### src/hw/vcpu_hyp_params.svh
// constants for the hypervisor-facing virtual interface system registers
`ifndef VCPU_HYP_PARAMS_SVH
`define VCPU_HYP_PARAMS_SVH

// system register encoding shared by both registers
`define ENC_COPROC 4'hF
`define ENC_OPC1 3'h4
`define ENC_CRN 4'hC
`define ENC_CRM 4'hB
`define ENC_OPC2_VMC 3'h7
`define ENC_OPC2_TYPE 3'h1

// field positions of the type register
`define TYPE_PRIO_HI 31
`define TYPE_PRIO_LO 29
`define TYPE_PREEMPT_HI 28
`define TYPE_PREEMPT_LO 26
`define TYPE_INTID_HI 25
`define TYPE_INTID_LO 23
`define TYPE_SERROR_BIT 22
`define TYPE_AFF3_BIT 21
`define TYPE_NODI_BIT 20
`define TYPE_SEPTRAP_BIT 19
`define TYPE_LIST_HI 4
`define TYPE_LIST_LO 0

// field position and reset of the control register
`define VMC_GRP0_BIT 0
`define VMC_RESET 32'h0000_0000

// identifier width codes
`define INTID_CODE_16 3'h0
`define INTID_CODE_24 3'h1

// least legal priority and preemption widths
`define MIN_PRIO_BITS 5

`endif

### src/hw/vcpu_hyp_pkg.sv
// types for the hypervisor-facing virtual interface system registers
package vcpu_hyp_pkg;

  // one system register access from the core
  typedef struct packed {
    logic valid;
    logic write;
    logic [3:0] coproc;
    logic [2:0] opc1;
    logic [3:0] crn;
    logic [3:0] crm;
    logic [2:0] opc2;
    logic [31:0] wdata;
  } sysreg_req_t;

  // privilege context of the access
  typedef struct packed {
    logic at_el2;
    logic ns_el1;
    logic hyp_trap_c12;
    logic sysreg_enable;
  } access_ctx_t;

  // answer to the core
  typedef struct packed {
    logic done;
    logic trap;
    logic undef;
    logic [31:0] rdata;
  } sysreg_rsp_t;

  // which register was selected
  typedef enum logic [1:0] {
    SEL_NONE,
    SEL_VMC,
    SEL_TYPE
  } reg_sel_t;

endpackage

### src/hw/virt_cpu_iface_hyp_regs.sv
// hypervisor-facing control and type registers of the virtual interface
`include "vcpu_hyp_params.svh"

// How it works
// RQ1: control bit 0 holds the virtual group 0 enable, 1 enables.
// RQ2: control register read and write at opc2 111 of the shared encoding.
// RQ3: trap control traps NS EL1 accesses; sysreg enable clear makes EL2 undefined.
// RQ4: type bits 31:29 give priority bits minus one, at least five bits.
// RQ5: type bits 28:26 give preemption bits minus one, at least five.
// RQ6: type bits 25:23 code the identifier width, 000 is 16, 001 is 24.
// RQ7: type bit 22 is one when system error generation is supported.
// RQ8: type bit 21 is one when non-zero affinity level 3 is supported.
// RQ9: type bit 20 is one when direct injection is not supported.
// RQ10: type bit 19 is one when separate deactivate write trapping exists.
// RQ11: type bits 4:0 give list entries minus one, at most sixteen.
// RQ12: type register is read only at opc2 001 of the shared encoding.
// RQ13: type fields are constants, bits 18:5 read zero, reads have no effect.
module virt_cpu_iface_hyp_regs #(
  parameter int PRIO_BITS = 5,
  parameter int PREEMPT_BITS = 5,
  parameter logic [2:0] INTID_CODE = `INTID_CODE_16,
  parameter bit SERROR_GEN = 1'b0,
  parameter bit AFF3_VALID = 1'b0,
  parameter bit NO_DIRECT_INJ = 1'b1,
  parameter bit SEP_DEACT_TRAP = 1'b0,
  parameter int LIST_ENTRIES = 16
) (
  // clock and reset
  input wire logic clk,
  input wire logic rst_n,
  // access from the core
  input wire vcpu_hyp_pkg::sysreg_req_t req,
  input wire vcpu_hyp_pkg::access_ctx_t ctx,
  // answer to the core
  output vcpu_hyp_pkg::sysreg_rsp_t rsp,
  // control to the interface logic
  output logic virt_grp0_enable
);

  typedef struct packed {
    logic [31:0] vmc;
    vcpu_hyp_pkg::sysreg_rsp_t rsp;
  } state_t;

  state_t state_reg;
  state_t state_next;
  vcpu_hyp_pkg::reg_sel_t sel;
  logic [31:0] type_value;
  logic trap_now;
  logic undef_now;

  // builds the fixed type word; reserved bits stay zero
  function automatic logic [31:0] type_word();
    logic [31:0] w;
    w = 32'h0000_0000; // see RQ13
    w[`TYPE_PRIO_HI:`TYPE_PRIO_LO] = 3'(PRIO_BITS - 1); // see RQ4
    w[`TYPE_PREEMPT_HI:`TYPE_PREEMPT_LO] = 3'(PREEMPT_BITS - 1); // see RQ5
    w[`TYPE_INTID_HI:`TYPE_INTID_LO] = INTID_CODE; // see RQ6
    w[`TYPE_SERROR_BIT] = SERROR_GEN; // see RQ7
    w[`TYPE_AFF3_BIT] = AFF3_VALID; // see RQ8
    w[`TYPE_NODI_BIT] = NO_DIRECT_INJ; // see RQ9
    w[`TYPE_SEPTRAP_BIT] = SEP_DEACT_TRAP; // see RQ10
    w[`TYPE_LIST_HI:`TYPE_LIST_LO] = 5'(LIST_ENTRIES - 1); // see RQ11
    return w;
  endfunction

  sysreg_decode u_decode (
    .req(req),
    .sel(sel)
  );

  assign type_value = type_word();

  // trap beats undefined: a trapped NS EL1 access never reaches the EL2 checks
  assign trap_now = (sel != vcpu_hyp_pkg::SEL_NONE) && ctx.ns_el1 &&
                    ctx.hyp_trap_c12; // see RQ3
  assign undef_now = (sel != vcpu_hyp_pkg::SEL_NONE) && !trap_now &&
                     ((ctx.at_el2 && !ctx.sysreg_enable) || !ctx.at_el2 ||
                      (sel == vcpu_hyp_pkg::SEL_TYPE && req.write)); // see RQ3

  // next state: write only when the access is legal
  always_comb begin
    state_next = state_reg;
    state_next.rsp = '0;
    if (sel != vcpu_hyp_pkg::SEL_NONE) begin
      state_next.rsp.done = 1'b1;
      state_next.rsp.trap = trap_now;
      state_next.rsp.undef = undef_now;
      if (!trap_now && !undef_now) begin
        if (sel == vcpu_hyp_pkg::SEL_VMC) begin
          if (req.write) begin
            // only the group 0 enable lives here; others belong elsewhere
            state_next.vmc[`VMC_GRP0_BIT] =
              req.wdata[`VMC_GRP0_BIT]; // see RQ1, RQ2
          end else begin
            state_next.rsp.rdata = state_reg.vmc; // see RQ2
          end
        end else begin
          state_next.rsp.rdata = type_value; // see RQ12, RQ13
        end
      end
    end
  end

  // state register
  always_ff @(posedge clk or negedge rst_n) begin
    if (!rst_n) begin
      state_reg.vmc <= `VMC_RESET;
      state_reg.rsp <= '0;
    end else begin
      state_reg <= state_next;
    end
  end

  assign rsp = state_reg.rsp;
  assign virt_grp0_enable = state_reg.vmc[`VMC_GRP0_BIT]; // see RQ1

  // legal control write; refused ones must leave the enable alone
  logic vmc_wr_ok;
  assign vmc_wr_ok = (sel == vcpu_hyp_pkg::SEL_VMC) && req.write &&
                     !trap_now && !undef_now; // see RQ1, RQ2

  // legal write of the control register reaches the enable next cycle
  a_grp0_write: assert property ( // see RQ1
    @(posedge clk) disable iff (!rst_n)
    vmc_wr_ok |=> virt_grp0_enable == $past(req.wdata[0]))
    else $error("group 0 enable did not take written value");

  // control read returns the enable in bit 0
  a_vmc_read: assert property ( // see RQ2
    @(posedge clk) disable iff (!rst_n)
    sel == vcpu_hyp_pkg::SEL_VMC && !req.write && !trap_now && !undef_now
    |=> rsp.done && rsp.rdata[0] == virt_grp0_enable)
    else $error("control read returned wrong enable");

  // the trap check comes first, so undefined never rides with it
  a_trap_el1: assert property ( // see RQ3
    @(posedge clk) disable iff (!rst_n)
    sel != vcpu_hyp_pkg::SEL_NONE && ctx.ns_el1 && ctx.hyp_trap_c12
    |=> rsp.trap && !rsp.undef)
    else $error("trapped access not reported as trap");

  // hypervisor read with the system register interface off
  a_undef_el2: assert property ( // see RQ3
    @(posedge clk) disable iff (!rst_n)
    sel == vcpu_hyp_pkg::SEL_TYPE && ctx.at_el2 && !ctx.sysreg_enable &&
    !ctx.ns_el1 |=> rsp.undef && $stable(virt_grp0_enable))
    else $error("EL2 read with sysreg disabled not undefined");

  // priority widths never fall below the five-bit floor
  a_type_prio: assert property ( // see RQ4
    @(posedge clk) disable iff (!rst_n)
    rsp.done && !rsp.trap && !rsp.undef && $past(sel) ==
    vcpu_hyp_pkg::SEL_TYPE |-> rsp.rdata[31:29] >= 3'h4 &&
    rsp.rdata[28:26] >= 3'h4)
    else $error("type register priority widths below five bits");

  // reserved bits and the unused top of the identifier code read zero
  a_type_rsvd: assert property ( // see RQ13
    @(posedge clk) disable iff (!rst_n)
    rsp.done && !rsp.undef && !rsp.trap && $past(sel) ==
    vcpu_hyp_pkg::SEL_TYPE |-> rsp.rdata[18:5] == 14'h0000 &&
    rsp.rdata[25:24] == 2'h0)
    else $error("reserved type bits or identifier code not zero");

  // the type word refuses writes and keeps the enable untouched
  a_type_ro: assert property ( // see RQ12
    @(posedge clk) disable iff (!rst_n)
    sel == vcpu_hyp_pkg::SEL_TYPE && req.write
    |=> rsp.done && (rsp.undef || rsp.trap) ##1 $stable(virt_grp0_enable))
    else $error("write to type register not refused");

  // list entry count follows the build parameter
  a_list_count: assert property ( // see RQ11
    @(posedge clk) disable iff (!rst_n)
    $past(sel) == vcpu_hyp_pkg::SEL_TYPE && rsp.done && !rsp.undef &&
    !rsp.trap |-> rsp.rdata[4:0] == 5'(LIST_ENTRIES - 1))
    else $error("list entry count wrong");

  // the priority field matches the built width
  a_type_prio_val: assert property ( // see RQ4
    @(posedge clk) disable iff (!rst_n)
    $past(sel) == vcpu_hyp_pkg::SEL_TYPE && rsp.done && !rsp.undef &&
    !rsp.trap |-> rsp.rdata[31:29] == 3'(PRIO_BITS - 1))
    else $error("type priority field wrong");

  // the preemption field matches the built width
  a_type_preempt: assert property ( // see RQ5
    @(posedge clk) disable iff (!rst_n)
    $past(sel) == vcpu_hyp_pkg::SEL_TYPE && rsp.done && !rsp.undef &&
    !rsp.trap |-> rsp.rdata[28:26] == 3'(PREEMPT_BITS - 1))
    else $error("type preemption field wrong");

  // identifier code is one of the two defined widths, never reserved
  a_type_intid: assert property ( // see RQ6
    @(posedge clk) disable iff (!rst_n)
    $past(sel) == vcpu_hyp_pkg::SEL_TYPE && rsp.done && !rsp.undef &&
    !rsp.trap |-> rsp.rdata[25:23] == INTID_CODE &&
    (INTID_CODE == `INTID_CODE_16 || INTID_CODE == `INTID_CODE_24))
    else $error("type identifier code wrong or reserved");

  // flag bits are fixed by the build, a stuck bit shows here
  a_type_serror: assert property ( // see RQ7
    @(posedge clk) disable iff (!rst_n)
    $past(sel) == vcpu_hyp_pkg::SEL_TYPE && rsp.done && !rsp.undef &&
    !rsp.trap |-> rsp.rdata[`TYPE_SERROR_BIT] == SERROR_GEN)
    else $error("type error generation flag wrong");

  // affinity level 3 support flag
  a_type_aff3: assert property ( // see RQ8
    @(posedge clk) disable iff (!rst_n)
    $past(sel) == vcpu_hyp_pkg::SEL_TYPE && rsp.done && !rsp.undef &&
    !rsp.trap |-> rsp.rdata[`TYPE_AFF3_BIT] == AFF3_VALID)
    else $error("type affinity flag wrong");

  // the flag reads one when direct injection is absent
  a_type_nodi: assert property ( // see RQ9
    @(posedge clk) disable iff (!rst_n)
    $past(sel) == vcpu_hyp_pkg::SEL_TYPE && rsp.done && !rsp.undef &&
    !rsp.trap |-> rsp.rdata[`TYPE_NODI_BIT] == NO_DIRECT_INJ)
    else $error("type direct injection flag wrong");

  // separate deactivate write trapping flag
  a_type_septrap: assert property ( // see RQ10
    @(posedge clk) disable iff (!rst_n)
    $past(sel) == vcpu_hyp_pkg::SEL_TYPE && rsp.done && !rsp.undef &&
    !rsp.trap |-> rsp.rdata[`TYPE_SEPTRAP_BIT] == SEP_DEACT_TRAP)
    else $error("type deactivate trap flag wrong");

  // unimplemented control fields read as zero
  a_vmc_rsvd: assert property ( // see RQ1
    @(posedge clk) disable iff (!rst_n)
    $past(sel) == vcpu_hyp_pkg::SEL_VMC && rsp.done && !rsp.undef &&
    !rsp.trap |-> rsp.rdata[31:1] == 31'h0000_0000)
    else $error("control read shows unimplemented bits");

  // only the enable bit is ever stored
  a_vmc_bits: assert property ( // see RQ1
    @(posedge clk) disable iff (!rst_n)
    state_reg.vmc[31:1] == 31'h0000_0000)
    else $error("control register holds bits above the enable");

  // the enable moves only after a legal control write
  a_enable_cause: assert property ( // see RQ1
    @(posedge clk) disable iff (!rst_n)
    $changed(virt_grp0_enable) |-> $past(vmc_wr_ok))
    else $error("group 0 enable changed without a legal write");

  // every selected access is answered on the next cycle
  a_answer_next: assert property ( // see RQ2
    @(posedge clk) disable iff (!rst_n)
    sel != vcpu_hyp_pkg::SEL_NONE |=> rsp.done)
    else $error("selected access not answered");

  // no answer appears without a selected access before it
  a_answer_cause: assert property ( // see RQ12
    @(posedge clk) disable iff (!rst_n)
    rsp.done |-> $past(sel) != vcpu_hyp_pkg::SEL_NONE)
    else $error("answer without a selected access");

  // between answers the response word is all zero
  a_rsp_idle: assert property ( // see RQ13
    @(posedge clk) disable iff (!rst_n)
    !rsp.done |-> !rsp.trap && !rsp.undef &&
    rsp.rdata == 32'h0000_0000)
    else $error("response not idle between answers");

  // a refused access never leaks register contents
  a_refused_quiet: assert property ( // see RQ3
    @(posedge clk) disable iff (!rst_n)
    rsp.trap || rsp.undef |-> rsp.rdata == 32'h0000_0000)
    else $error("refused access returned data");

  // a refused control write must not touch the enable
  a_refused_hold: assert property ( // see RQ3
    @(posedge clk) disable iff (!rst_n)
    sel == vcpu_hyp_pkg::SEL_VMC && req.write && (trap_now || undef_now)
    |=> $stable(virt_grp0_enable))
    else $error("refused control write changed the enable");

  // untrapped accesses from below the hypervisor are undefined
  a_non_el2_undef: assert property ( // see RQ3
    @(posedge clk) disable iff (!rst_n)
    sel != vcpu_hyp_pkg::SEL_NONE && !ctx.at_el2 && !trap_now
    |=> rsp.undef && !rsp.trap)
    else $error("access from outside EL2 not undefined");

  // reading the type word has no side effects
  a_type_quiet: assert property ( // see RQ13
    @(posedge clk) disable iff (!rst_n)
    sel == vcpu_hyp_pkg::SEL_TYPE |=> $stable(virt_grp0_enable))
    else $error("type access changed the enable");

  // other encodings on the shared port get no answer
  a_foreign_quiet: assert property ( // see RQ2
    @(posedge clk) disable iff (!rst_n)
    req.valid && sel == vcpu_hyp_pkg::SEL_NONE |=> !rsp.done)
    else $error("foreign encoding was answered");

  // a hypervisor read with the interface on is served
  a_type_el2_legal: assert property ( // see RQ12
    @(posedge clk) disable iff (!rst_n)
    sel == vcpu_hyp_pkg::SEL_TYPE && !req.write && ctx.at_el2 &&
    ctx.sysreg_enable && !trap_now |=> rsp.done && !rsp.undef && !rsp.trap)
    else $error("legal type read refused");

endmodule

### src/hw/sysreg_decode.sv
// decoder of the system register encoding for the two registers
`include "vcpu_hyp_params.svh"

module sysreg_decode (
  // encoding in
  input wire vcpu_hyp_pkg::sysreg_req_t req,
  // selection out
  output vcpu_hyp_pkg::reg_sel_t sel
);

  // common prefix must match before opc2 picks a register
  always_comb begin
    sel = vcpu_hyp_pkg::SEL_NONE;
    if (req.valid && req.coproc == `ENC_COPROC && req.opc1 == `ENC_OPC1 &&
        req.crn == `ENC_CRN && req.crm == `ENC_CRM) begin
      if (req.opc2 == `ENC_OPC2_VMC) begin
        sel = vcpu_hyp_pkg::SEL_VMC; // see RQ2
      end else if (req.opc2 == `ENC_OPC2_TYPE) begin
        sel = vcpu_hyp_pkg::SEL_TYPE; // see RQ12
      end
    end
  end

endmodule

### config.mk
export PLATFORM = sky130hd
export DESIGN_NAME = virt_cpu_iface_hyp_regs
export DESIGN_NICKNAME = d
export VERILOG_FILES = /design/src/hw/vcpu_hyp_pkg.sv /design/src/hw/virt_cpu_iface_hyp_regs.sv /design/src/hw/sysreg_decode.sv
export VERILOG_INCLUDE_DIRS = /design/src /design/src/hw
export SDC_FILE = /design/constraint.sdc
export NUM_CORES = 1
export LEC_CHECK = 0
export BUFFER_PORTS_ARGS = -buffer_cell sky130_fd_sc_hd__buf_2
export CORE_MARGIN = 10
export CORE_UTILIZATION = 28
export CTS_BUF_LIST = sky130_fd_sc_hd__clkbuf_2
export DETAILED_ROUTE_END_ITERATION = 10
export GPL_TIMING_DRIVEN = 1
export PLACE_DENSITY = 0.82
export SYNTH_ARGS = -nofsm -noshare
export SYNTH_HDL_FRONTEND = slang
export SYNTH_SLANG_ARGS = --single-unit
### constraint.sdc
create_clock -name clk -period 1 [get_ports clk]
set_input_delay 0.2 -clock clk [delete_from_list [all_inputs] [get_ports clk]]
set_output_delay 0.2 -clock clk [all_outputs]
set_load 0.02 [all_outputs]
==> results of run 1 <==
worst max path at each step:
| stage | to | slack, ns | startpoint | depth (start not counted) |
|---|---|---|---|---|
| final | virt_grp0_enable$_DFFE_PN0P_ | -0.07 | req[40] | 5 |
| after detailed placement | virt_grp0_enable$_DFFE_PN0P_ | -0.31 | req[44] | 5 |
| after global routing | virt_grp0_enable$_DFFE_PN0P_ | -0.12 | req[43] | 5 |
| after floorplan | virt_grp0_enable$_DFFE_PN0P_ | -0.15 | req[37] | 4 |
| after CTS | virt_grp0_enable$_DFFE_PN0P_ | -0.05 | req[40] | 5 |
| after global placement | virt_grp0_enable$_DFFE_PN0P_ | -0.29 | req[44] | 5 |
layout make-up:
type | count | area share, %
timing repair buffer | 46 | 36.0
sequential | 6 | 19.4
tap | 27 | 4.36
clock buffer | 3 | 1.94
multi-input combinational | 49 | 38.3
power groups by stage:
stage                     logic [W]  clock network, W  registers, W
final                      0.000206          0.000162      0.000243
after global placement     0.000181                 0      0.000247
after detailed placement   0.000187                 0      0.000247
after floorplan            0.000177                 0      0.000247
after global routing       0.000226          0.000188      0.000243
after CTS                  0.000195          0.000173      0.000243
sequential cells by signal, indices dropped and copies added, names as in the netlist:
signal,cells
rsp,5
virt_grp0_enable,1
cells by family (layout without fill, tap and decap cells):
kind of cell    after synthesis  after routing  synth area share, %
compound gates                6              6                 7.43
simple gates                 17             17                 21.6
buf+inv                      30             49                 40.5
other cells                   1             25                0.675
flops                         6              6                 27.0
mux                           1              1                 2.70
worst register-to-register path, stage by stage (launching register included):
cell	delay, ns
sky130_fd_sc_hd__dfrtp_1	0.37
sky130_fd_sc_hd__buf_4	0.14
sky130_fd_sc_hd__mux2_4	0.24
placed cells by master (no fill, tap or decap), drive strengths merged, types with 3 or more instances in the layout:
| master | instances |
|---|---|
| buf | 45 |
| clkbuf | 3 |
| conb | 25 |
| dfrtp | 6 |
| nand2 | 4 |
| nand3 | 4 |
through the flow:
step / hold slack (ns) / util (%) / power, W
after global routing: 0.178 / 40.3 / 0.000656
after global placement: 0.0202 / 36.0 / 0.000428
final: 0.205 / 40.3 / 0.000610
after CTS: 0.189 / 38.8 / 0.000611
after detailed placement: 0.0304 / 36.0 / 0.000434
after floorplan: -0.0956 / - / 0.000424
timing repair:
| action | 4_1_cts | 5_1_grt |
|---|---|---|
| endpoints found under the hold margin | 6 | 0 |
| gates resized for setup | 5 | 6 |
| setup endpoints to repair | 9 | 11 |
| setup buffers | 1 | 0 |
| gates cloned | 0 | 0 |
| pin swaps | 2 | 1 |
| hold buffers | 1 | 0 |
per-layer routing:
layer / routed length (um) / share of wire [%] / track usage [%]
met5: 0 / 0 / 0
met4: 0 / 0 / 4.81
met3: 199 / 12 / 4.12
met2: 859 / 50 / 14.2
met1: 644 / 38 / 7.22
==> report_table.html, run 1 <==
<table>
<tr><th>Metric</th><th>Value</th></tr>
<tr><th colspan="2">Clocking</th></tr>
<tr><td>CTS Buffer Depth</td><td>2</td></tr>
<tr><td>Clk sinks</td><td>6</td></tr>
<tr><td>Post-CTS clock slew at the launch and capture registers of the worst setup and hold paths</td><td>around 0.050 ns</td></tr>
<tr><td>H-Tree Depth</td><td>1</td></tr>
<tr><td>Number of buffers created by CTS</td><td>3</td></tr>
<tr><td>Worst skew pair latency</td><td>0.21 ns</td></tr>
<tr><td>TritonCTS clock tree</td><td>done</td></tr>
<tr><td>Clock root buffer</td><td>sky130_fd_sc_hd__clkbuf_2</td></tr>
<tr><th colspan="2">STA</th></tr>
<tr><td>Final Hold Fails</td><td>0</td></tr>
<tr><td>Share of the cycle needed by the critical path after routing</td><td>107%</td></tr>
<tr><td>Number of setup violations in the final report</td><td>6</td></tr>
<tr><td>Setup repair after global routing missed its margin</td><td>true</td></tr>
<tr><td>Worst path setup slack after routing</td><td>-0.0745 ns</td></tr>
<tr><td>Total Negative Setup Slacks</td><td>-0.199 ns</td></tr>
<tr><td>Fin crit period</td><td>about 1.1 ns</td></tr>
<tr><td>Final setup skew</td><td>roughly 0.000032 ns</td></tr>
<tr><td>Maximum clock frequency</td><td>931 MHz</td></tr>
<tr><td>Slew Limit Fails</td><td>0</td></tr>
<tr><th colspan="2">Yosys</th></tr>
<tr><td>Share of the yosys chip area belonging to registers</td><td>27.0%</td></tr>
<tr><td>Area share of the largest cell type after synthesis</td><td>about two fifths</td></tr>
<tr><td>Largest cells by area after synthesis</td><td>sky130_fd_sc_hd__buf_4, sky130_fd_sc_hd__dfrtp_1, sky130_fd_sc_hd__nand3_1</td></tr>
<tr><td>Synthesized instance count</td><td>61</td></tr>
<tr><td>Post-synth EDFFs</td><td>0</td></tr>
<tr><td>Top_reg_cell synth</td><td>sky130_fd_sc_hd__dfrtp_1</td></tr>
<tr><td>Async set or reset register ratio after synthesis</td><td>100%</td></tr>
<tr><td>Flop and latch count out of synthesis</td><td>6</td></tr>
<tr><td>Post-synth top area cell</td><td>sky130_fd_sc_hd__buf_4</td></tr>
<tr><td>Synth Warn #</td><td>0</td></tr>
<tr><td>Most repeated cell in the gate-level netlist after synthesis</td><td>sky130_fd_sc_hd__buf_4</td></tr>
<tr><td>Syn Std Cell Area</td><td>556 um2</td></tr>
<tr><td>Syn_area_per_cell</td><td>9.11 um2</td></tr>
<tr><td>Post-synth top cells</td><td>sky130_fd_sc_hd__buf_4, sky130_fd_sc_hd__dfrtp_1, sky130_fd_sc_hd__nand2_1, sky130_fd_sc_hd__nand3_1</td></tr>
<tr><td>Count of cell types in the netlist</td><td>17</td></tr>
<tr><th colspan="2">Placement</th></tr>
<tr><td>Post-placement cell area</td><td>692 um2</td></tr>
<tr><td>Port Buffers</td><td>37</td></tr>
<tr><td>Post-placement worst setup slack</td><td>-0.313 ns</td></tr>
<tr><td>Final weighted congestion of routability-driven global placement</td><td>0.707</td></tr>
<tr><td>Post-placement cell count</td><td>126</td></tr>
<tr><th colspan="2">Layout</th></tr>
<tr><td>Post-route cell area</td><td>774 um2</td></tr>
<tr><td>Fraction of layout instances using a drive strength above 1</td><td>54.8%</td></tr>
<tr><td>Filler cell count</td><td>about 230</td></tr>
<tr><td>Net count of the finished layout</td><td>164</td></tr>
<tr><td>Area used by sequential logic in the layout</td><td>approximately 150 um2</td></tr>
<tr><td>Multi-input logic area</td><td>around 300 um2</td></tr>
<tr><td>Total inserted antenna cells</td><td>0</td></tr>
<tr><td>Area Growth Syn to Fin</td><td>39.4%</td></tr>
<tr><td>Non-filler cells, final</td><td>around 130</td></tr>
<tr><th colspan="2">Critical path</th></tr>
<tr><td>Library cell contributing the largest single delay on the critical path</td><td>sky130_fd_sc_hd__mux2_4</td></tr>
<tr><td>Sum of buffers and inverters on the critical path</td><td>1</td></tr>
<tr><td>Crit path kind</td><td>in -&gt; reg</td></tr>
<tr><td>Number of cells on the worst reg-to-reg path</td><td>2</td></tr>
<tr><td>Worst-case register-to-register setup slack</td><td>0.13 ns</td></tr>
<tr><td>Critical path required time</td><td>approximately 1.1 ns</td></tr>
<tr><td>Data arrival time of the worst path</td><td>1.17 ns</td></tr>
<tr><td>Critical path, cell by cell</td><td>buf_6 -&gt; nor4b_2 -&gt; and3_4 -&gt; nand4_2 -&gt; mux2_4</td></tr>
<tr><td>Kind of end point of the critical path</td><td>register</td></tr>
<tr><td>Crit path launch type</td><td>primary input</td></tr>
<tr><td>Largest stage delay on the critical path</td><td>roughly 0.30 ns</td></tr>
<tr><td>Startpoint of the lowest-slack register-to-register path</td><td>virt_grp0_enable$_DFFE_PN0P_</td></tr>
<tr><td>Largest fanout on the critical path</td><td>3</td></tr>
<tr><td>Family of cells with the greatest summed delay on the critical path</td><td>simple AND/OR/NAND/NOR gates</td></tr>
<tr><td>Reg2reg end</td><td>virt_grp0_enable$_DFFE_PN0P_</td></tr>
<tr><th colspan="2">Power</th></tr>
<tr><td>IR Drop Worst-Case VDD</td><td>slightly below 0.0003 V</td></tr>
<tr><td>Power density normalized to cell area</td><td>788 mW/mm2</td></tr>
<tr><td>Internal power consumption</td><td>around 0.00040 W</td></tr>
<tr><td>Net switching fraction of the power</td><td>35.3%</td></tr>
<tr><td>Combinational share of power</td><td>between 30% and 40%</td></tr>
<tr><td>Register share of total power</td><td>39.8%</td></tr>
<tr><td>Switching power</td><td>0.000215 W</td></tr>
<tr><td>Static leakage</td><td>roughly 0.45 nW</td></tr>
<tr><td>Share of total power in the clock network</td><td>between 20% and 30%</td></tr>
<tr><th colspan="2">Global route</th></tr>
<tr><td>Wire length of the first global-routing pass</td><td>2.72 mm</td></tr>
<tr><td>Number of antenna violations at the first check in global routing</td><td>0</td></tr>
<tr><td>GRT Total Usage</td><td>8.04%</td></tr>
<tr><td>Global route total overflow</td><td>0</td></tr>
<tr><td>Maximum number of pins on one net before global-route repair</td><td>7</td></tr>
<tr><td>Number of global-route vias before repair</td><td>666</td></tr>
<tr><th colspan="2">Outcome</th></tr>
<tr><td>Result of the run</td><td>finished, violations left</td></tr>
<tr><td>Failing checks</td><td>negative setup slack</td></tr>
<tr><th colspan="2">Route</th></tr>
<tr><td>Number of nets still failing antenna checks after routing</td><td>0</td></tr>
<tr><td>Count of vias placed by the detailed router</td><td>~500</td></tr>
<tr><td>Post-route DRC violation count</td><td>0</td></tr>
<tr><td>Routed vias/inst</td><td>~3.8</td></tr>
<tr><td>Number of violations reported at the end of detailed-routing iteration 0</td><td>1</td></tr>
<tr><td>Final wirelength</td><td>1.70 mm</td></tr>
<tr><td>Wire length per cell</td><td>roughly 13 um</td></tr>
<tr><td>Detailed-router iteration count before antenna repair</td><td>5</td></tr>
<tr><th colspan="2">Floorplanning</th></tr>
<tr><td>Floorplan core area</td><td>0.00192 mm2</td></tr>
<tr><td>Row count</td><td>16</td></tr>
<tr><td>Initial Util</td><td>between 20 and 30%</td></tr>
<tr><td>Area enclosed by the die boundary</td><td>0.00417 mm2</td></tr>
<tr><td>Chip width</td><td>64.5 um</td></tr>
<tr><td>Die boundary height</td><td>~65 um</td></tr>
<tr><td>Top-Level Pins</td><td>94</td></tr>
<tr><th colspan="2">Worst hold path</th></tr>
<tr><td>Min-Delay Startpoint</td><td>ctx[2]</td></tr>
<tr><td>Worst Hold Depth</td><td>2</td></tr>
<tr><td>Worst hold endpoint</td><td>rsp[32]$_DFF_PN0_</td></tr>
<tr><td>Min-delay worst type</td><td>in -&gt; reg</td></tr>
<tr><th colspan="2">Flow run</th></tr>
<tr><td># Max-Cap Violations</td><td>0</td></tr>
</table>
No activity file was read; power rests on OpenSTA's default activity.
==> run 2: changes to the inputs <==
--- a/config.mk
+++ b/config.mk
@@ -13,6 +13,7 @@
 export DETAILED_ROUTE_END_ITERATION = 10
 export GPL_TIMING_DRIVEN = 1
 export PLACE_DENSITY = 0.82
+export SKIP_LAST_GASP = 1
 export SYNTH_ARGS = -nofsm -noshare
 export SYNTH_HDL_FRONTEND = slang
 export SYNTH_SLANG_ARGS = --single-unit
==> report_table.html, run 2 (synthesis gave the netlist of run 1 again) <==
<table>
<tr><th>Metric</th><th>Value</th></tr>
<tr><th colspan="2">STA</th></tr>
<tr><td>Worst path setup slack after routing</td><td>-0.0720 ns</td></tr>
<tr><td>Fin crit period</td><td>1.07 ns</td></tr>
<tr><td>Total Negative Setup Slacks</td><td>-0.209 ns</td></tr>
<tr><td>Worst hold-check slack</td><td>0.202 ns</td></tr>
<tr><td>Slew Limit Fails</td><td>0</td></tr>
<tr><td>Final Hold Fails</td><td>0</td></tr>
<tr><td>Final setup skew</td><td>0.0000321 ns</td></tr>
<tr><td>Maximum clock frequency</td><td>a little over 900 MHz</td></tr>
<tr><td>Number of setup violations in the final report</td><td>6</td></tr>
<tr><td>Setup repair after global routing missed its margin</td><td>true</td></tr>
<tr><td>Share of the cycle needed by the critical path after routing</td><td>107%</td></tr>
<tr><th colspan="2">Clocking</th></tr>
<tr><td>TritonCTS clock tree</td><td>done</td></tr>
<tr><td>Number of buffers created by CTS</td><td>3</td></tr>
<tr><td>Clk sinks</td><td>6</td></tr>
<tr><td>Clock root buffer</td><td>sky130_fd_sc_hd__clkbuf_2</td></tr>
<tr><td>Worst skew pair latency</td><td>0.22 ns</td></tr>
<tr><td>H-Tree Depth</td><td>1</td></tr>
<tr><td>Post-CTS clock slew at the launch and capture registers of the worst setup and hold paths</td><td>0.05 ns</td></tr>
<tr><td>CTS Buffer Depth</td><td>2</td></tr>
<tr><th colspan="2">Critical path</th></tr>
<tr><td>Kind of end point of the critical path</td><td>register</td></tr>
<tr><td>Crit path kind</td><td>in -&gt; reg</td></tr>
<tr><td>Number of stages on the worst setup path</td><td>5</td></tr>
<tr><td>Number of cells on the worst reg-to-reg path</td><td>2</td></tr>
<tr><td>Data arrival time of the worst path</td><td>around 1.2 ns</td></tr>
<tr><td>Critical path, cell by cell</td><td>buf_6 -&gt; nor4b_2 -&gt; and3_4 -&gt; nand4_2 -&gt; mux2_4</td></tr>
<tr><td>Library cell contributing the largest single delay on the critical path</td><td>sky130_fd_sc_hd__mux2_4</td></tr>
<tr><td>Sum of buffers and inverters on the critical path</td><td>1</td></tr>
<tr><td>Critical path required time</td><td>1.10 ns</td></tr>
<tr><td>Family of cells with the greatest summed delay on the critical path</td><td>simple AND/OR/NAND/NOR gates</td></tr>
<tr><td>Largest stage delay on the critical path</td><td>0.30 ns</td></tr>
<tr><td>Largest fanout on the critical path</td><td>3</td></tr>
<tr><td>Crit path launch type</td><td>primary input</td></tr>
<tr><th colspan="2">Global route</th></tr>
<tr><td>Global route total overflow</td><td>0</td></tr>
<tr><td>Wire length of the first global-routing pass</td><td>2.72 mm</td></tr>
<tr><td>Maximum number of pins on one net before global-route repair</td><td>7</td></tr>
<tr><td>Number of antenna violations at the first check in global routing</td><td>0</td></tr>
<tr><td>GRT Total Usage</td><td>8.04%</td></tr>
<tr><td>Number of global-route vias before repair</td><td>666</td></tr>
<tr><th colspan="2">Power</th></tr>
<tr><td>Total power after layout</td><td>roughly 0.00061 W</td></tr>
<tr><td>IR Drop Worst-Case VDD</td><td>0.000295 V</td></tr>
<tr><td>Power density normalized to cell area</td><td>between 700 and 800 mW/mm2</td></tr>
<tr><td>Static leakage</td><td>0.452 nW</td></tr>
<tr><th colspan="2">Placement</th></tr>
<tr><td>Port Buffers</td><td>37</td></tr>
<tr><td>Final weighted congestion of routability-driven global placement</td><td>just over 0.7</td></tr>
<tr><td>Post-placement cell count</td><td>roughly 130</td></tr>
<tr><th colspan="2">Layout</th></tr>
<tr><td>Largest reg by FF count</td><td>rsp</td></tr>
<tr><td>Area Growth Syn to Fin</td><td>38.3%</td></tr>
<tr><td>Total inserted antenna cells</td><td>0</td></tr>
<tr><td>Max reg flops</td><td>5</td></tr>
<tr><td>Non-filler cells, final</td><td>131</td></tr>
<tr><td>Net count of the finished layout</td><td>164</td></tr>
<tr><td>Most frequent cells in the layout</td><td>sky130_fd_sc_hd__buf_2, sky130_fd_sc_hd__conb_1, sky130_fd_sc_hd__buf_4</td></tr>
<tr><td>Commonest non-fill, non-tap cell in the layout</td><td>sky130_fd_sc_hd__buf_2</td></tr>
<tr><td>Fraction of layout instances using a drive strength above 1</td><td>54.8%</td></tr>
<tr><td>Filler cell count</td><td>228</td></tr>
<tr><th colspan="2">Route</th></tr>
<tr><td>Count of vias placed by the detailed router</td><td>about 510</td></tr>
<tr><td>Wire length per cell</td><td>12.9 um</td></tr>
<tr><td>Number of violations reported at the end of detailed-routing iteration 0</td><td>1</td></tr>
<tr><td>Post-route DRC violation count</td><td>0</td></tr>
<tr><td>Final wirelength</td><td>1.69 mm</td></tr>
<tr><td>Number of nets still failing antenna checks after routing</td><td>0</td></tr>
<tr><td>Routed vias/inst</td><td>3.89</td></tr>
<tr><td>Detailed-router iteration count before antenna repair</td><td>4</td></tr>
<tr><th colspan="2">Floorplanning</th></tr>
<tr><td>Area enclosed by the die boundary</td><td>0.00417 mm2</td></tr>
<tr><td>Initial Util</td><td>28.9%</td></tr>
<tr><td>Chip width</td><td>64.5 um</td></tr>
<tr><td>Row count</td><td>16</td></tr>
<tr><td>Floorplan core area</td><td>0.00192 mm2</td></tr>
<tr><td>Die boundary height</td><td>around 65 um</td></tr>
<tr><td>Top-Level Pins</td><td>94</td></tr>
<tr><th colspan="2">Worst hold path</th></tr>
<tr><td>Worst Hold Depth</td><td>2</td></tr>
<tr><td>Min-delay worst type</td><td>in -&gt; reg</td></tr>
<tr><th colspan="2">Outcome</th></tr>
<tr><td>Result of the run</td><td>finished, violations left</td></tr>
<tr><td>Failing checks</td><td>negative setup slack</td></tr>
<tr><th colspan="2">Flow run</th></tr>
<tr><td># Max-Cap Violations</td><td>0</td></tr>
</table>
run 2: cell types whose count changed in the layout (fill, tap and decap cells not counted):
cell / delta
sky130_fd_sc_hd__buf_6: -1
sky130_fd_sc_hd__buf_2: +1
run 2: worst reg2reg max path, cell delays in order, from the launching register on:
cell	delay, ns
sky130_fd_sc_hd__dfrtp_1	0.37
sky130_fd_sc_hd__buf_4	0.14
sky130_fd_sc_hd__mux2_4	0.24
run 2: power by group:
group / switching (W) / internal [W] / leakage (nW)
sequential: 0.000000000351 / 0.000243 / 0.0839
clock: 0.0000819 / 0.0000811 / 0.0125
combinational: 0.000135 / 0.0000686 / 0.356
run 2: metrics by stage:
step                cell area, um2  util, %  setup slack, ns
finish                         768     40.0          -0.0720
global route                   768     40.0           -0.124
CTS                            746     38.8          -0.0520
detailed placement             692     36.0           -0.313
global placement               692     36.0           -0.292
floorplan                      646        -           -0.155
run 2: what timing repair did:
action | 4_1_cts | 5_1_grt
buffers inserted | 1 | 0
pin swaps | 2 | 1
hold endpoints to repair | 6 | 0
gates resized for setup | 5 | 5
hold buffers | 1 | 0
endpoints found under the setup margin | 9 | 11
run 2: path summary, 6_finish.rpt:
check / start / end / slack (ns)
setup / recovery: req[40] / virt_grp0_enable$_DFFE_PN0P_ / -0.07
hold / removal: ctx[2] / rsp[32]$_DFF_PN0_ / 0.20
setup reg to reg: virt_grp0_enable$_DFFE_PN0P_ / virt_grp0_enable$_DFFE_PN0P_ / 0.13
hold reg to reg: virt_grp0_enable$_DFFE_PN0P_ / virt_grp0_enable$_DFFE_PN0P_ / 0.61
max in group asynchronous: rst_n / rsp[0]$_DFF_PN0_ / 0.51
min in group asynchronous: rst_n / rsp[33]$_DFF_PN0_ / 0.35
run 2: final cells by class:
cell class / count / area, um2 / share of cell area (%)
multi-input cells: 49 / 297 / 38.6
repair buffers: 46 / 273 / 35.5
flip-flops and latches: 6 / 150 / 19.5
well taps: 27 / 33.8 / 4.40
clock buffers: 3 / 15.0 / 1.95
run 2: per-layer routing:
metal / GRT usage [%] / share of wire, % / wire, um
met2: 14.2 / 50 / 842
met4: 4.81 / 0.59 / 10
met1: 7.22 / 38 / 638
met3: 4.12 / 12 / 202
met5: 0 / 0 / 0
==> run 3: changes to the inputs <==
--- a/config.mk
+++ b/config.mk
@@ -7,12 +7,14 @@
 export NUM_CORES = 1
 export LEC_CHECK = 0
 export BUFFER_PORTS_ARGS = -buffer_cell sky130_fd_sc_hd__buf_2
+export CELL_PAD_IN_SITES_DETAIL_PLACEMENT = 1
+export CELL_PAD_IN_SITES_GLOBAL_PLACEMENT = 1
 export CORE_MARGIN = 10
-export CORE_UTILIZATION = 28
+export CORE_UTILIZATION = 16
 export CTS_BUF_LIST = sky130_fd_sc_hd__clkbuf_2
 export DETAILED_ROUTE_END_ITERATION = 10
 export GPL_TIMING_DRIVEN = 1
-export PLACE_DENSITY = 0.82
+export PLACE_DENSITY_LB_ADDON = 0.1
 export SKIP_LAST_GASP = 1
 export SYNTH_ARGS = -nofsm -noshare
 export SYNTH_HDL_FRONTEND = slang
==> report_table.html, run 3 (synthesis gave the netlist of run 1 again) <==
<table>
<tr><th>Metric</th><th>Value</th></tr>
<tr><th colspan="2">Floorplanning</th></tr>
<tr><td>Die boundary height</td><td>a little under 80 um</td></tr>
<tr><td>Top-Level Pins</td><td>between 90 and 100</td></tr>
<tr><td>Area enclosed by the die boundary</td><td>0.00623 mm2</td></tr>
<tr><td>Row count</td><td>21</td></tr>
<tr><td>Initial Util</td><td>16.6%</td></tr>
<tr><td>Floorplan core area</td><td>0.00334 mm2</td></tr>
<tr><td>Chip width</td><td>78.9 um</td></tr>
<tr><th colspan="2">Critical path</th></tr>
<tr><td>Sum of buffers and inverters on the critical path</td><td>1</td></tr>
<tr><td>Largest stage delay on the critical path</td><td>around 0.31 ns</td></tr>
<tr><td>Data arrival time of the worst path</td><td>~1.2 ns</td></tr>
<tr><td>Library cell contributing the largest single delay on the critical path</td><td>sky130_fd_sc_hd__mux2_4</td></tr>
<tr><td>Kind of end point of the critical path</td><td>register</td></tr>
<tr><td>Reg2reg end</td><td>virt_grp0_enable$_DFFE_PN0P_</td></tr>
<tr><td>Critical path, cell by cell</td><td>buf_6 -&gt; nor4b_2 -&gt; and3_4 -&gt; nand4_2 -&gt; mux2_4</td></tr>
<tr><td>Family of cells with the greatest summed delay on the critical path</td><td>simple AND/OR/NAND/NOR gates</td></tr>
<tr><td>Critical path required time</td><td>1.09 ns</td></tr>
<tr><td>Crit path kind</td><td>in -&gt; reg</td></tr>
<tr><td>Worst-case register-to-register setup slack</td><td>roughly 0.14 ns</td></tr>
<tr><td>Largest fanout on the critical path</td><td>3</td></tr>
<tr><td>Number of cells on the worst reg-to-reg path</td><td>2</td></tr>
<tr><td>Crit path launch type</td><td>primary input</td></tr>
<tr><td>Startpoint of the lowest-slack register-to-register path</td><td>virt_grp0_enable$_DFFE_PN0P_</td></tr>
<tr><th colspan="2">Route</th></tr>
<tr><td>Post-route DRC violation count</td><td>0</td></tr>
<tr><td>Number of nets still failing antenna checks after routing</td><td>0</td></tr>
<tr><td>Detailed-router iteration count before antenna repair</td><td>2</td></tr>
<tr><td>Wire length per cell</td><td>11.8 um</td></tr>
<tr><td>Count of vias placed by the detailed router</td><td>495</td></tr>
<tr><td>Routed vias/inst</td><td>3.30</td></tr>
<tr><td>Number of violations reported at the end of detailed-routing iteration 0</td><td>2</td></tr>
<tr><td>Final wirelength</td><td>about 1.8 mm</td></tr>
<tr><th colspan="2">Placement</th></tr>
<tr><td>Final weighted congestion of routability-driven global placement</td><td>between 0.6 and 0.7</td></tr>
<tr><td>Post-placement cell count</td><td>about 150</td></tr>
<tr><td>Port Buffers</td><td>37</td></tr>
<tr><th colspan="2">Clocking</th></tr>
<tr><td>TritonCTS clock tree</td><td>done</td></tr>
<tr><td>CTS Buffer Depth</td><td>2</td></tr>
<tr><td>Worst skew pair latency</td><td>0.20 ns</td></tr>
<tr><td>Post-CTS clock slew at the launch and capture registers of the worst setup and hold paths</td><td>0.05 ns</td></tr>
<tr><td>H-Tree Depth</td><td>1</td></tr>
<tr><td>Clock root buffer</td><td>sky130_fd_sc_hd__clkbuf_2</td></tr>
<tr><td>Number of buffers created by CTS</td><td>3</td></tr>
<tr><td>Clk sinks</td><td>6</td></tr>
<tr><th colspan="2">Layout</th></tr>
<tr><td>Area Growth Syn to Fin</td><td>44.4%</td></tr>
<tr><td>Max reg flops</td><td>5</td></tr>
<tr><td>Most frequent cells in the layout</td><td>sky130_fd_sc_hd__buf_2, sky130_fd_sc_hd__conb_1, sky130_fd_sc_hd__buf_4</td></tr>
<tr><td>Largest reg by FF count</td><td>rsp</td></tr>
<tr><td>Total inserted antenna cells</td><td>0</td></tr>
<tr><td>Non-filler cells, final</td><td>150</td></tr>
<tr><td>Net count of the finished layout</td><td>164</td></tr>
<tr><td>Commonest non-fill, non-tap cell in the layout</td><td>sky130_fd_sc_hd__buf_2</td></tr>
<tr><td>Fraction of layout instances using a drive strength above 1</td><td>roughly 54%</td></tr>
<tr><th colspan="2">STA</th></tr>
<tr><td>Worst path setup slack after routing</td><td>-0.0762 ns</td></tr>
<tr><td>Slew Limit Fails</td><td>0</td></tr>
<tr><td>Final setup skew</td><td>0.0000124 ns</td></tr>
<tr><td>Fin crit period</td><td>1.08 ns</td></tr>
<tr><td>Final Hold Fails</td><td>0</td></tr>
<tr><td>Total Negative Setup Slacks</td><td>-0.146 ns</td></tr>
<tr><td>Number of setup violations in the final report</td><td>4</td></tr>
<tr><td>Share of the cycle needed by the critical path after routing</td><td>108%</td></tr>
<tr><td>Maximum clock frequency</td><td>~930 MHz</td></tr>
<tr><td>Setup repair after global routing missed its margin</td><td>true</td></tr>
<tr><th colspan="2">Power</th></tr>
<tr><td>Register share of total power</td><td>40.4%</td></tr>
<tr><td>Combinational share of power</td><td>33.5%</td></tr>
<tr><td>Switching power</td><td>0.000207 W</td></tr>
<tr><td>Static leakage</td><td>approximately 0.45 nW</td></tr>
<tr><td>Internal power consumption</td><td>0.000395 W</td></tr>
<tr><td>Power density normalized to cell area</td><td>approximately 750 mW/mm2</td></tr>
<tr><td>IR Drop Worst-Case VDD</td><td>about 0.00017 V</td></tr>
<tr><td>Share of total power in the clock network</td><td>26.1%</td></tr>
<tr><td>Total power after layout</td><td>0.000602 W</td></tr>
<tr><td>Net switching fraction of the power</td><td>around 34%</td></tr>
<tr><th colspan="2">Flow run</th></tr>
<tr><td># Max-Cap Violations</td><td>0</td></tr>
<tr><th colspan="2">Worst hold path</th></tr>
<tr><td>Min-delay worst type</td><td>in -&gt; reg</td></tr>
<tr><td>Worst hold endpoint</td><td>virt_grp0_enable$_DFFE_PN0P_</td></tr>
<tr><td>Min-Delay Startpoint</td><td>req[0]</td></tr>
<tr><td>Worst Hold Depth</td><td>2</td></tr>
<tr><th colspan="2">Outcome</th></tr>
<tr><td>Result of the run</td><td>finished, violations left</td></tr>
<tr><td>Failing checks</td><td>negative setup slack</td></tr>
<tr><th colspan="2">Global route</th></tr>
<tr><td>Number of global-route vias before repair</td><td>600</td></tr>
<tr><td>Maximum number of pins on one net before global-route repair</td><td>7</td></tr>
<tr><td>GRT Total Usage</td><td>5.44%</td></tr>
<tr><td>Wire length of the first global-routing pass</td><td>2.67 mm</td></tr>
<tr><td>Global route total overflow</td><td>0</td></tr>
<tr><td>Number of antenna violations at the first check in global routing</td><td>0</td></tr>
</table>
==> run 3: layout make-up <==
class	count	area, um2
multi-input combinational	49	287
clock buffer	3	15.0
timing repair buffer	46	292
tap	46	57.6
fill	425	2530
sequential	6	151
==> run 3: worst max path at each step <==
stage,start,to,depth (start not counted)
5_1_grt,req[39],virt_grp0_enable$_DFFE_PN0P_,5
3_3_place_gp,req[44],virt_grp0_enable$_DFFE_PN0P_,5
4_1_cts,req[40],virt_grp0_enable$_DFFE_PN0P_,5
6_report,req[40],virt_grp0_enable$_DFFE_PN0P_,5
3_5_place_dp,req[44],virt_grp0_enable$_DFFE_PN0P_,5
2_1_floorplan,req[37],virt_grp0_enable$_DFFE_PN0P_,4
==> run 3: layer usage <==
layer	wire length [um]	part of all wire, %	vias to the layer above	global-route usage (%)
met5	0	0	-	0
met4	8	0.45	0	2.69
met3	371	21	2	5.74
met2	789	45	38	8.31
met1	600	34	214	4.44
li1	-	-	241	-
==> run 3: power groups by stage <==
| stage | Clock [W] | Sequential, W | Combinational (W) |
|---|---|---|---|
| after floorplan | 0 | 0.000247 | 0.000177 |
| after global placement | 0 | 0.000247 | 0.000187 |
| after detailed placement | 0 | 0.000247 | 0.000187 |
| after CTS | 0.000168 | 0.000243 | 0.000195 |
| after global routing | 0.000185 | 0.000243 | 0.000221 |
| final | 0.000157 | 0.000243 | 0.000201 |
==> run 3: stage by stage <==
| stage | util [%] | area (um2) | hold slack [ns] | setup WS (ns) |
|---|---|---|---|---|
| 2_1_floorplan | - | 646 | -0.0956 | -0.155 |
| 3_5_place_dp | 21.4 | 716 | 0.0302 | -0.323 |
| 6_report | 24.0 | 802 | 0.224 | -0.0762 |
| 5_1_grt | 24.0 | 802 | 0.203 | -0.0841 |
| 4_1_cts | 23.1 | 769 | 0.208 | -0.0742 |
| 3_3_place_gp | 21.4 | 716 | 0.0299 | -0.303 |
==> run 3: repair_timing <==
item                                    4_1_cts  5_1_grt
pin swaps                                     2        2
buffers inserted                              0        1
hold buffers                                  1        0
endpoints found under the hold margin         6        0
endpoints found under the setup margin        8       11
resized for setup                             8        6
